`src/include/bcch_pkg.sv`:
```
package bcch_pkg;

  // Command codes carried on the command port.
  typedef enum logic [2:0] {
    BCCH_CMD_SOFT_RESET  = 3'h0,
    BCCH_CMD_FAULT_READ  = 3'h1,
    BCCH_CMD_FW_VERSION  = 3'h2,
    BCCH_CMD_FAST_SLOT   = 3'h3,
    BCCH_CMD_SELECT_50HZ = 3'h4
  } bcch_cmd_code_t;

  localparam int unsigned BCCH_DATA_W = 16;
  localparam int unsigned BCCH_CYC_W  = 22;
  localparam int unsigned BCCH_CHAN_W = 5;

  localparam int unsigned BCCH_CLK_PERIOD_NS = 10;
  localparam int unsigned BCCH_NS_PER_MS     = 1000000;
  localparam int unsigned BCCH_NS_PER_US     = 1000;

  // Slot times in milliseconds and integration periods in microseconds.
  localparam int unsigned BCCH_SLOT_DEF_MS  = 22;
  localparam int unsigned BCCH_SLOT_FAST_MS = 9;
  localparam int unsigned BCCH_INTEG_60_US  = 16700;
  localparam int unsigned BCCH_INTEG_50_US  = 20000;

  localparam int unsigned BCCH_SLOT_DEF_CYC =
    BCCH_SLOT_DEF_MS * BCCH_NS_PER_MS / BCCH_CLK_PERIOD_NS;
  localparam int unsigned BCCH_SLOT_FAST_CYC =
    BCCH_SLOT_FAST_MS * BCCH_NS_PER_MS / BCCH_CLK_PERIOD_NS;
  localparam int unsigned BCCH_INTEG_60_CYC =
    BCCH_INTEG_60_US * BCCH_NS_PER_US / BCCH_CLK_PERIOD_NS;
  localparam int unsigned BCCH_INTEG_50_CYC =
    BCCH_INTEG_50_US * BCCH_NS_PER_US / BCCH_CLK_PERIOD_NS;

  localparam int unsigned BCCH_NUM_CHAN_DEF = 8;
  localparam int unsigned BCCH_FAULT_W_DEF  = 8;
  localparam logic [15:0] BCCH_FW_VERSION_X100_DEF = 16'h0064;

  localparam logic        BCCH_MODE_RST  = 1'b0;
  localparam logic [15:0] BCCH_DATA_RST  = 16'h0000;

  typedef struct packed {
    logic           valid;
    bcch_cmd_code_t code;
  } bcch_cmd_t;

  typedef struct packed {
    logic                   valid;
    logic [BCCH_DATA_W-1:0] data;
  } bcch_rsp_t;

endpackage

```
`src/bcch_core.sv`:
```
// Operation
// - Client issues commands; some return response data.
// - Soft reset equals hard reset, board-local only; here it clears only the fast and 50 Hz mode bits and pulses board_reset_o.
// - Fast command in 60 Hz: slot 22 to 9 ms.
// - Repeated fast command ignored, slot unchanged.
// - Fast mode persists until a board reset.
// - 50 Hz command: integration 16.7 to 20.0 ms; ignored in fast mode.
// - Only reset returns to default 60 Hz mode.
// - Repeated 50 Hz command is ignored.
// - Version query returns version times 100.
// - Channel indices start at zero, variant bound.
// - Hardware fault status register, quickly readable.
`timescale 1ns/1ps
`default_nettype none

module bcch_core
  import bcch_pkg::*;
#(
  parameter int unsigned NUM_CHAN        = BCCH_NUM_CHAN_DEF,
  parameter int unsigned FAULT_W         = BCCH_FAULT_W_DEF,
  parameter logic [15:0] FW_VERSION_X100 = BCCH_FW_VERSION_X100_DEF,
  parameter int unsigned SLOT_DEF_CYC    = BCCH_SLOT_DEF_CYC,
  parameter int unsigned SLOT_FAST_CYC   = BCCH_SLOT_FAST_CYC,
  parameter int unsigned INTEG_60_CYC    = BCCH_INTEG_60_CYC,
  parameter int unsigned INTEG_50_CYC    = BCCH_INTEG_50_CYC
) (
  input  wire logic                   core_clk_i,
  input  wire logic                   rst_b_i,
  input  wire bcch_cmd_t              cmd_i,
  input  wire logic [BCCH_CHAN_W-1:0] chan_i,
  input  wire logic [FAULT_W-1:0]     fault_pins_i,
  output bcch_rsp_t                   rsp_o,
  output logic                        cmd_done_o,
  output logic                        cmd_err_o,
  output logic                        board_reset_o,
  output logic                        chan_ok_o,
  output logic                        fast_mode_o,
  output logic                        rej50_mode_o,
  output logic [BCCH_CYC_W-1:0]       slot_cycles_o,
  output logic [BCCH_CYC_W-1:0]       integ_cycles_o
);

  localparam logic [BCCH_CYC_W-1:0] SLOT_DEF  = BCCH_CYC_W'(SLOT_DEF_CYC);
  localparam logic [BCCH_CYC_W-1:0] SLOT_FAST = BCCH_CYC_W'(SLOT_FAST_CYC);
  localparam logic [BCCH_CYC_W-1:0] INTEG_60  = BCCH_CYC_W'(INTEG_60_CYC);
  localparam logic [BCCH_CYC_W-1:0] INTEG_50  = BCCH_CYC_W'(INTEG_50_CYC);

  function automatic logic is_cmd(input bcch_cmd_t c,
                                  input bcch_cmd_code_t k);
    is_cmd = c.valid && (c.code == k);
  endfunction

  function automatic logic chan_in_range(
    input logic [BCCH_CHAN_W-1:0] ch);
    chan_in_range = (32'(ch) < NUM_CHAN);
  endfunction

  logic [FAULT_W-1:0]     fault_sync;
  logic [FAULT_W-1:0]     status_r;
  logic [FAULT_W-1:0]     status_nxt;
  logic                   fast_r;
  logic                   fast_nxt;
  logic                   rej50_r;
  logic                   rej50_nxt;
  bcch_rsp_t              rsp_r;
  bcch_rsp_t              rsp_nxt;
  logic                   done_r;
  logic                   done_nxt;
  logic                   err_r;
  logic                   err_nxt;
  logic                   brst_r;
  logic                   brst_nxt;
  logic                   chan_ok_r;
  logic                   chan_ok_nxt;
  logic [BCCH_CYC_W-1:0]  slot_r;
  logic [BCCH_CYC_W-1:0]  slot_nxt;
  logic [BCCH_CYC_W-1:0]  integ_r;
  logic [BCCH_CYC_W-1:0]  integ_nxt;

  bcch_sync #(
    .W (FAULT_W)
  ) u_fault_sync (
    .core_clk_i (core_clk_i),
    .rst_b_i    (rst_b_i),
    .async_i    (fault_pins_i),
    .sync_o     (fault_sync)
  );

  always_comb begin
    status_nxt  = fault_sync;
    chan_ok_nxt = chan_in_range(chan_i);
    fast_nxt    = fast_r;
    rej50_nxt   = rej50_r;
    rsp_nxt     = '0;
    done_nxt    = 1'b0;
    err_nxt     = 1'b0;
    brst_nxt    = 1'b0;
    if (cmd_i.valid) begin
      unique case (cmd_i.code)
        BCCH_CMD_SOFT_RESET: begin
          // Only this block's own state returns to defaults.
          fast_nxt  = BCCH_MODE_RST;
          rej50_nxt = BCCH_MODE_RST;
          brst_nxt  = 1'b1;
          done_nxt  = 1'b1;
        end
        BCCH_CMD_FAULT_READ: begin
          rsp_nxt.valid = 1'b1;
          rsp_nxt.data  = BCCH_DATA_W'(status_r);
          done_nxt      = 1'b1;
        end
        BCCH_CMD_FW_VERSION: begin
          rsp_nxt.valid = 1'b1;
          rsp_nxt.data  = FW_VERSION_X100;
          done_nxt      = 1'b1;
        end
        BCCH_CMD_FAST_SLOT: begin
          // Fast mode is only reachable from the 60 Hz mode.
          if (!rej50_r) begin
            fast_nxt = 1'b1;
          end
          done_nxt = 1'b1;
        end
        BCCH_CMD_SELECT_50HZ: begin
          // The 9 ms slot cannot hold a 20 ms integration.
          if (!fast_r) begin
            rej50_nxt = 1'b1;
          end
          done_nxt = 1'b1;
        end
        default: begin
          err_nxt = 1'b1;
        end
      endcase
    end
    slot_nxt  = fast_nxt ? SLOT_FAST : SLOT_DEF;
    integ_nxt = rej50_nxt ? INTEG_50 : INTEG_60;
  end

  always_ff @(posedge core_clk_i or negedge rst_b_i) begin
    if (!rst_b_i) begin
      status_r  <= '0;
      fast_r    <= BCCH_MODE_RST;
      rej50_r   <= BCCH_MODE_RST;
      rsp_r     <= '0;
      done_r    <= 1'b0;
      err_r     <= 1'b0;
      brst_r    <= 1'b0;
      chan_ok_r <= 1'b0;
      slot_r    <= SLOT_DEF;
      integ_r   <= INTEG_60;
    end else begin
      status_r  <= status_nxt;
      fast_r    <= fast_nxt;
      rej50_r   <= rej50_nxt;
      rsp_r     <= rsp_nxt;
      done_r    <= done_nxt;
      err_r     <= err_nxt;
      brst_r    <= brst_nxt;
      chan_ok_r <= chan_ok_nxt;
      slot_r    <= slot_nxt;
      integ_r   <= integ_nxt;
    end
  end

  assign rsp_o          = rsp_r;
  assign cmd_done_o     = done_r;
  assign cmd_err_o      = err_r;
  assign board_reset_o  = brst_r;
  assign chan_ok_o      = chan_ok_r;
  assign fast_mode_o    = fast_r;
  assign rej50_mode_o   = rej50_r;
  assign slot_cycles_o  = slot_r;
  assign integ_cycles_o = integ_r;

  a_soft_reset_defaults: assert property (
    @(posedge core_clk_i) disable iff (!rst_b_i)
    is_cmd(cmd_i, BCCH_CMD_SOFT_RESET) |=>
      !fast_mode_o && !rej50_mode_o && board_reset_o &&
      slot_cycles_o == SLOT_DEF && integ_cycles_o == INTEG_60)
    else $error("soft reset did not restore the default state");

  a_fast_enters: assert property (
    @(posedge core_clk_i) disable iff (!rst_b_i)
    is_cmd(cmd_i, BCCH_CMD_FAST_SLOT) && !rej50_r && !fast_r |=>
      fast_mode_o && slot_cycles_o == SLOT_FAST)
    else $error("fast command did not shorten the slot time");

  a_fast_repeat_ignored: assert property (
    @(posedge core_clk_i) disable iff (!rst_b_i)
    is_cmd(cmd_i, BCCH_CMD_FAST_SLOT) && fast_r |=>
      $stable(slot_cycles_o) && fast_mode_o)
    else $error("repeated fast command changed the slot time");

  a_fast_sticky: assert property (
    @(posedge core_clk_i) disable iff (!rst_b_i)
    fast_r && !is_cmd(cmd_i, BCCH_CMD_SOFT_RESET) |=>
      fast_mode_o && slot_cycles_o == SLOT_FAST)
    else $error("fast mode left without a reset");

  a_rej50_enters: assert property (
    @(posedge core_clk_i) disable iff (!rst_b_i)
    is_cmd(cmd_i, BCCH_CMD_SELECT_50HZ) && !fast_r |=>
      rej50_mode_o && integ_cycles_o == INTEG_50)
    else $error("50 Hz command did not lengthen integration");

  a_rej50_sticky: assert property (
    @(posedge core_clk_i) disable iff (!rst_b_i)
    rej50_r && !is_cmd(cmd_i, BCCH_CMD_SOFT_RESET) |=>
      rej50_mode_o && integ_cycles_o == INTEG_50)
    else $error("50 Hz mode left without a reset");

  a_rej50_repeat_ignored: assert property (
    @(posedge core_clk_i) disable iff (!rst_b_i)
    is_cmd(cmd_i, BCCH_CMD_SELECT_50HZ) && rej50_r |=>
      $stable(integ_cycles_o) && $stable(slot_cycles_o))
    else $error("repeated 50 Hz command changed the timing");

  a_version_answer: assert property (
    @(posedge core_clk_i) disable iff (!rst_b_i)
    is_cmd(cmd_i, BCCH_CMD_FW_VERSION) |=>
      rsp_o.valid && rsp_o.data == FW_VERSION_X100 ##1
      (rsp_o.valid == (is_cmd($past(cmd_i), BCCH_CMD_FW_VERSION) ||
                       is_cmd($past(cmd_i), BCCH_CMD_FAULT_READ))))
    else $error("version answer wrong or not a single pulse");

  a_chan_range_check: assert property (
    @(posedge core_clk_i) disable iff (!rst_b_i)
    rst_b_i && $past(rst_b_i) |->
      chan_ok_o == (32'($past(chan_i)) < NUM_CHAN))
    else $error("channel range flag disagrees with the index");

  a_fault_read_data: assert property (
    @(posedge core_clk_i) disable iff (!rst_b_i)
    is_cmd(cmd_i, BCCH_CMD_FAULT_READ) |=>
      rsp_o.valid && rsp_o.data == BCCH_DATA_W'($past(status_r)))
    else $error("fault read returned the wrong status");

  a_modes_exclusive: assert property (
    @(posedge core_clk_i) disable iff (!rst_b_i)
    !(fast_mode_o && rej50_mode_o))
    else $error("fast and 50 Hz modes both set");

endmodule

`default_nettype wire

```
`src/bcch_sync.sv`:
```
`timescale 1ns/1ps
`default_nettype none

// Two-stage synchroniser for a bus of independent level signals.
module bcch_sync #(
  parameter int unsigned W = 8
) (
  input  wire logic         core_clk_i,
  input  wire logic         rst_b_i,
  input  wire logic [W-1:0] async_i,
  output logic      [W-1:0] sync_o
);

  logic [W-1:0] meta_r;
  logic [W-1:0] sync_r;

  always_ff @(posedge core_clk_i or negedge rst_b_i) begin
    if (!rst_b_i) begin
      meta_r <= '0;
      sync_r <= '0;
    end else begin
      meta_r <= async_i;
      sync_r <= meta_r;
    end
  end

  assign sync_o = sync_r;

endmodule

`default_nettype wire

```
`config.mk`:
```
export PLATFORM = sky130hd
export DESIGN_NAME = bcch_core
export DESIGN_NICKNAME = d
export VERILOG_FILES = /design/src/include/bcch_pkg.sv /design/src/bcch_core.sv /design/src/bcch_sync.sv
export SDC_FILE = /design/constraint.sdc
export NUM_CORES = 1
export LEC_CHECK = 0
export BUFFER_PORTS_ARGS = -buffer_cell sky130_fd_sc_hd__buf_4
export CAP_MARGIN = 0
export CORE_ASPECT_RATIO = 1.4
export CORE_MARGIN = 10
export CORE_UTILIZATION = 42
export CTS_CLUSTER_DIAMETER = 80
export CTS_CLUSTER_SIZE = 16
export DETAILED_ROUTE_END_ITERATION = 16
export GPL_TIMING_DRIVEN = 1
export PLACE_DENSITY = 0.84
export SYNTH_ARGS = -nofsm -noshare
export SYNTH_HDL_FRONTEND = slang
export SYNTH_HIERARCHICAL = 1
export SYNTH_SLANG_ARGS = --single-unit
```
`constraint.sdc`:
```
create_clock -name core_clk_i -period 2.4 [get_ports core_clk_i]
set_input_delay 0.12 -clock core_clk_i [delete_from_list [all_inputs] [get_ports core_clk_i]]
set_output_delay 0.12 -clock core_clk_i [all_outputs]
set_load 0.005 [all_outputs]
```
## Word level (Yosys, flattened, before mapping)

Cells that the tools add are included.

| word-level totals | value |
|---|---|
| output and inout port bits | 67 |
| word-level logic and storage cells | 36 |
| register bits after elaboration | 89 |
| bits of input ports | 19 |

| operators by class | value |
|---|---|
| muxes and demuxes | 16 |
| reductions and logical operators | 2 |
| equality and inequality tests | 4 |
| order comparisons | 1 |

Operator list:

| operator | count |
|---|---|
| one-hot mux 17 bit (2 select lines) | 1 |
| 2-to-1 mux 22 bit | 1 |
| 2-to-1 mux 19 bit | 1 |
| 2-to-1 mux 17 bit | 1 |
| 2-to-1 mux 1 bit | 10 |
| == test 3 x 2 -> 1 bit, second input constant | 2 |
| < comparator 5 x 4 -> 1 bit, second input constant | 1 |
| OR reduction 5 bit | 1 |
| one-hot mux 1 bit (2 select lines) | 2 |
| == test 3 x 1 -> 1 bit, second input constant | 1 |
| == test 3 bit, second input constant | 1 |
| logical NOT 3 bit | 1 |

## Logic depth before layout (Yosys ltp)

Gate-level depths: netlist of the first run.

| depth | value |
|---|---|
| depth in word-level cells | 4 |
| gate-level depth with buffers | 4 |
| gate-level depth less buffers | 3 |

## Modules after synthesis

Netlist of the first run, hierarchy kept.

By module, submodules not included:

| module | instances | area each (um^2) | cells each | seq. area each (um^2) |
|---|---|---|---|---|
| bcch_core | 1 | 1,226.2 | 110 | 628.1 |
| bcch_sync | 1 | 400.4 | 16 | 400.4 |

## Worst setup path after synthesis of the first run

OpenSTA, ideal clock, no wires.

| path | value |
|---|---|
| path kind | flip-flop to flip-flop |
| start point | reg with a tool-made name |
| end point | reg slot_r[6] (netlist: slot_cycles_o[6]) |
| buffers on the path | 0 |
| setup time | 0.082 ns |
| path slack | 1.333 ns |
| required time | 2.318 ns |
| cell stages (with the launch flop) | 3 |
| period minus slack after synthesis | 1.067 ns |
| arrival time | 0.985 ns |
| path through | dfrtp_1 > nand4bb_1 > a211o_2 |

RTL lines:

| element | RTL line | text |
|---|---|---|
| end signal: assignment | bcch_core.sv:161 | `slot_r <= slot_nxt;` |
| end: declaration | bcch_core.sv:75 | `logic [BCCH_CYC_W-1:0] slot_r;` |

## Final worst setup path of the first run

| path | value |
|---|---|
| start point | in chan_i[3] |
| end point | reg chan_ok_r (netlist: chan_ok_o) |

| between the ends | value |
|---|---|
| cells in the longest elaborated chain, start to end | 1 |

Ends and longest elaborated chain:

| element | RTL line | text |
|---|---|---|
| start: declaration | bcch_core.sv:30 | `input wire logic [BCCH_CHAN_W-1:0] chan_i,` |
| < comparator 5 x 4 -> 1 bit | bcch_core.sv:55 | `chan_in_range = (32'(ch) < NUM_CHAN);` |
| via chan_ok_nxt | bcch_core.sv:74 | `logic chan_ok_nxt;` |
| end signal: assignment | bcch_core.sv:160 | `chan_ok_r <= chan_ok_nxt;` |
| end: declaration | bcch_core.sv:73 | `logic chan_ok_r;` |

The timed path passes the listed nets, and every way through them passes these cells.

==> impl_results.md, run 1 <==
* Outcome: finished clean
* Critical path endpoint: chan_ok_o
* VDD IR max at 0.000589 V
* Via density per instance at 4.11
* Setup Buffers After CTS at 0
* Clock power frac at 0.359
* CTS root buf: clkbuf_8
* List of most frequent post-synthesis cells: 50 x buf_4, 39 x dfrtp_1, 5 x and3_1
* Met3 usage at 0.0688
* Avg WL per Cell at 13.3 um
* Die height at 93.6 um
* TritonRoute pass-1 iters at 2
* CP Class: input port to flip-flop
* Seq cells post-synth at 41
* Final hold vios at 0
* Top Usage Layer GRT: met2
* Met1 GRT Util at 0.0741
* TritonCTS clock tree: yes
* P_sw at 0.336 mW
* Clock Sinks at 41
* M2 GR Usage at 0.138
* Period utilisation layout at 0.495
* I/O Buffers at 53
* Cell with the most instances after synthesis: buf_4
* Clock latency on the worst-skew pair at 290 ps
* Final WL at 2.88 mm
* Die ar. at 6800 um^2
* Initial antenna violation count at 0
* Dpl cells at 197
* Yosys top cell by area: dfrtp_1
* Endpoint type of the worst setup path: flip-flop
* Share of layout cells above drive strength 1 at 0.374
* Mapped Cells at 126
* Min-Delay Path Class: input port to flip-flop
* Antenna-violating nets left at 0
* Gpl congestion at 0.660
* Max Cap Viol at 0
* Row cnt at 26
* Period minus WS final at 1190 ps
* R2R Path End: slot_cycles_o[6]
* Routed via count at 888
* CTS Buf Count at 5
* Post-Syn Area per Cell at 12.9 um^2
* DRC at 0
* Pin count of the biggest net entering global routing at 42
* Hpwl dp at 2.16 mm
* R2R setup slack at 1280 ps
* Worst reg2reg path depth at 2
* Starting Density at 0.439
* Setup TNS at 0 ps
* Share of the synthesized area in the top cell type at 0.600
* # setup viols final at 0
* Post-Layout Cell Count at 216
* Antenna diodes at 0
* Fin Clk Skew at 12.9 ps
* Pleak at 1.05 nW
* Dominant synthesized flop cell: dfrtp_1
* Max frequency at 0.842 GHz
* Critical path data arrival time at 1410 ps
* CP Launch Type: input port
* Unrepaired setup endpoints after global routing: false
* Drt initial violations at 38
* Cell internal pwr at 1.16 mW
* H-tree Lvls at 2
* Cell area after synthesis at 1630 um^2
* Sw frac at 0.224
* Crit path from: chan_i[3]
* Number of flops mapped to enable cells by yosys at 0
* Synth area leaders: dfrtp_1 60%, buf_4 23%, dfstp_2 3.2%
* I/O pins at 86
* Combinational group share of total power at 0.137
* Worst-case clock buffer depth at 2
* Slew Limit Fails at 0
* P per Cell Area at 745 nW/um^2
* Core area at 3710 um^2
* Synth Warn # at 6
* Max FO, Critical Path at 1
* First-pass GRT wire length at 4.57 mm
* Post-CTS sizing at 0
* GRT Total Usage at 0.0846
* Clock transition at the registers of the reported paths at 70 ps
* Die X at 72.6 um
* Seq/Total Area, Yosys at 0.632
* Reg power frac at 0.503
* Unique cell type count in the Yosys netlist at 22
* Vias in the first global route at 1,016
* Synthesis-to-layout area growth at 23.8%
* Layout fillers at 310
* Worst Path Required at 2620 ps
* Final nets at 192
* Global route overflow at 0
* Synth async-reset ratio at 1.00
## power by group through the flow
stage                     logic (mW)  clock network, mW  registers [mW]
after detailed placement       0.195                  0           0.769
after global placement         0.189                  0           0.766
after CTS                      0.210              0.549           0.756
after global routing           0.229              0.582           0.761
final                          0.206              0.538           0.755
after floorplan                0.151                  0           0.766
## layout make-up
cell class / instances / area [um^2] / area share
clock buffer: 6 / 72.6 / 0.0360
clock inverter: 2 / 38.8 / 0.0193
inverter: 3 / 11.3 / 0.00559
multi-input combinational: 58 / 302 / 0.150
sequential: 41 / 1030 / 0.511
tap: 42 / 52.6 / 0.0261
timing repair buffer: 64 / 508 / 0.252
## metal layers
| metal | wire length, um | vias to the layer above | share of wire |
|---|---|---|---|
| li1 | - | 415 | - |
| met1 | 1010 | 401 | 0.35 |
| met2 | 1380 | 65 | 0.48 |
| met3 | 450 | 7 | 0.16 |
| met4 | 40 | 0 | 0.014 |
| met5 | 0 | - | 0 |
## stage by stage
stage	util	power, mW	area, um^2	hold slack, ps	setup WS [ps]
after floorplan	-	0.917	1730	-176	1330
after global routing	0.543	1.57	2010	80.1	1150
after detailed placement	0.483	0.964	1790	116	1280
after global placement	0.483	0.955	1790	106	1300
after CTS	0.543	1.51	2010	73.4	1220
final	0.543	1.50	2010	84.0	1210
## critical path: stages
cell and delay, ps:
dlygate4sd3_1 540, buf_4 130, nor2_1 80, dlygate4sd3_1 550
## how the worst min path moves through the flow
stage / from / endpoint / slack, ps / depth (start not counted)
after floorplan: rst_b_i / async pin / -180 / 0
after global placement: rst_b_i / rsp_o[3] / 110 / 1
after detailed placement: rst_b_i / rsp_o[0] / 120 / 1
after CTS: cmd_i[3] / cmd_err_o / 70 / 3
after global routing: cmd_i[3] / cmd_err_o / 80 / 3
final: cmd_i[3] / cmd_err_o / 80 / 3
## sequential cells by signal, indices dropped and copies added, names as in the netlist, named ones only
name,count
slot_cycles_o,1
board_reset_o,1
cmd_done_o,1
u_fault_sync/meta_r,8
cmd_err_o,1
rsp_o,9
status_r,8
integ_cycles_o,1
u_fault_sync/sync_o,8
chan_ok_o,1
## cells by family after synthesis
| logic type | Yosys count | synth area share |
|---|---|---|
| and+or+nand+nor | 20 | 0.0846 |
| other | 2 | 0.00462 |
| AOI/OAI and AO/OA | 9 | 0.0339 |
| DFF | 41 | 0.632 |
| buffers and inverters | 54 | 0.245 |
## cell usage in the layout (no fill, tap or decap), drive strengths merged
master        n
nand3b        3
or4b          1
a211o         1
conb         29
and2          1
buf          53
o21ai         2
a21oi         4
or2b          1
dfstp         2
bufinv        1
dlygate4sd3  11
nor2          3
clkbuf        6
and3          5
nand2b        2
a211oi        1
clkinv        1
nor4b         1
inv           3
nand4bb       1
o21a          1
nor2b         2
dfrtp        39
## timing repair
action,4_1_cts,5_1_grt
hold endpoints to repair,48,0
hold buffers,11,0
setup endpoints to repair,0,0
Power figures use the tool's default switching activity.
==> run 2, diff against run 1 <==
clock period = 1.2 ns   (was 2.4 ns; I/O delays follow)
==> run 2 against run 1 <==
Effect of this change: setup slack got worse by 1100 ps; combinational power rose by 110%; flip-flop and latch count did not move; routed wire length down 1.0%; die area did not move; worst hold slack worse by 50 ps; register-to-register slack got worse by 1100 ps.
==> impl_results.md, run 2 (synthesis results as in run 1) <==
* DRC at 0 (unchanged)
* Gpl congestion at 0.665 (+0.77%)
* I/O Buffers at 53 (unchanged)
* Final WL at 2.85 mm (-1.0%)
* Design area at 2000 um^2 (-0.44%)
* Clock transition at the registers of the reported paths at 70 ps (about the same)
* Pleak at 1.04 nW (-0.75%)
* CP Launch Type: input port
* Die ar. at 6800 um^2 (unchanged)
* Top delay family on crit path: buffers and inverters
* Max reg flops at 9 (unchanged)
* Drt initial violations at 47 (+24%)
* GRT Total Usage at 0.0837 (-0.000935)
* VDD IR max at 0.000987 V (+68%)
* Worst-case clock buffer depth at 2 (unchanged)
* Antenna diodes at 0 (unchanged)
* Period minus WS final at 1120 ps
* H-tree Lvls at 2 (unchanged)
* Dpl cells at 199 (+1.0%)
* Period utilisation layout at 0.932
* Pin count of the biggest net entering global routing at 42 (unchanged)
* Placed Area at 1810 um^2 (+0.84%)
* Max frequency at 0.894 GHz
* Synthesis-to-layout area growth at 23.2%
* Crit-path cells: dlygate4sd3_1 -> buf_4 -> nor2_1 -> dlygate4sd3_1
* Setup Buffers After CTS at 0 (unchanged)
* I/O pins at 86 (unchanged)
* Final nets at 194 (+1.0%)
* First-pass GRT wire length at 4.59 mm (+0.46%)
* Fin Hold WS at 34.0 ps (-50.0 ps)
* Clock Sinks at 41 (unchanged)
* Via density per instance at 4.14 (+0.76%)
* Slowest Stage Delay on Critical Path at 550 ps (about the same)
* Initial antenna violation count at 0 (unchanged)
* Most frequent cells in the layout: 55 x buf_4, 39 x dfrtp_1, 29 x conb_1, 11 x dlygate4sd3_1
* Routed via count at 903 (+1.7%)
* Die X at 72.6 um (unchanged)
* Critical path data arrival time at 1340 ps (-70 ps)
* Vias in the first global route at 1,033 (+1.7%)
* Share of layout cells above drive strength 1 at 0.381 (+0.00712)
* Unrepaired setup endpoints after global routing: false
* CP Class: input port to flip-flop
* Commonest non-fill, non-tap cell in the layout: buf_4
* Starting Density at 0.439 (unchanged)
* Crit path from: chan_i[3]
* CTS Buf Count at 5 (unchanged)
* Overall power at 2.77 mW (+85%)
* Fin Clk Skew at 1.71 ps (-11.2 ps)
* Hpwl dp at 2.19 mm (+1.2%)
* Avg WL per Cell at 13.1 um (-2.0%)
* Post-Layout Cell Count at 218 (+0.93%)
* Worst setup margin at 81.3 ps (-1130 ps)
* Antenna-violating nets left at 0 (unchanged)
* P per Cell Area at 1380 nW/um^2 (+86%)
* Clock latency on the worst-skew pair at 280 ps (about the same)
* Final core occ at 0.540 (-0.00236)
* Max FO, Critical Path at 1 (unchanged)
* Worst Path Required at 1420 ps (-1200 ps)
* Setup TNS at 0 ps (unchanged)
* TritonRoute pass-1 iters at 2 (unchanged)
* WP buf/inv at 3 (unchanged)
* Most used cell, CP: dlygate4sd3_1
* Slew Limit Fails at 0 (unchanged)
* Endpoint type of the worst setup path: flip-flop
* Core area at 3710 um^2 (unchanged)
* Row cnt at 26 (unchanged)
* Final hold vios at 0 (unchanged)
* Outcome: finished clean
* Global route overflow at 0 (unchanged)
* Critical path's slowest cell: dlygate4sd3_1
* Layout fillers at 305 (-1.6%)
* Min-delay src: cmd_i[3]
* TritonCTS clock tree: yes
* CTS root buf: clkbuf_8
* Max Cap Viol at 0 (unchanged)
* Place WS at 185 ps (-1090 ps)
* Die height at 93.6 um (unchanged)
* Min-Delay Path Class: input port to flip-flop
* # setup viols final at 0 (unchanged)
[run 2: repair_timing]
item,4_1_cts,5_1_grt
resized for setup,0,0
hold buffers,11,0
hold endpoints to repair,48,0
[run 2: where the power goes]
part           internal [mW]  leakage, nW  total [mW]  switching (mW)
combinational          0.254        0.506       0.440           0.186
sequential              1.46        0.501        1.49          0.0345
clock                  0.409       0.0374       0.839           0.430
total                   2.12         1.04        2.77           0.651
[run 2: area by class of cell]
class                           instances  area (um^2)  area share
Multi-Input combinational cell         58          302       0.150
Timing Repair Buffer                   66          523       0.261
Clock inverter                          2         15.0     0.00749
Inverter                                3         11.3     0.00562
Tap cell                               42         52.6      0.0262
Clock buffer                            6         72.6      0.0362
Sequential cell                        41         1030       0.513
[run 2: path summary, 6_finish.rpt]
kind | endpoint | slack (ps) | depth (start not counted)
max | chan_ok_o | 80 | 4
min | cmd_done_o | 30 | 2
max reg2reg | slot_cycles_o[6] | 200 | 2
min reg2reg | u_fault_sync/sync_o[0] | 350 | 0
max in group asynchronous | slot_cycles_o[6] | 560 | 2
min in group asynchronous | rsp_o[1] | 280 | 2
[run 2: routing by layer]
layer  wire length, um  share of wire  up-vias  GRT usage
li1                  -              -      418          -
met1               988           0.35      416     0.0758
met2              1370           0.48       67      0.135
met3               469           0.16        2     0.0667
met4                12         0.0042        0     0.0333
met5                 0              0        -          0
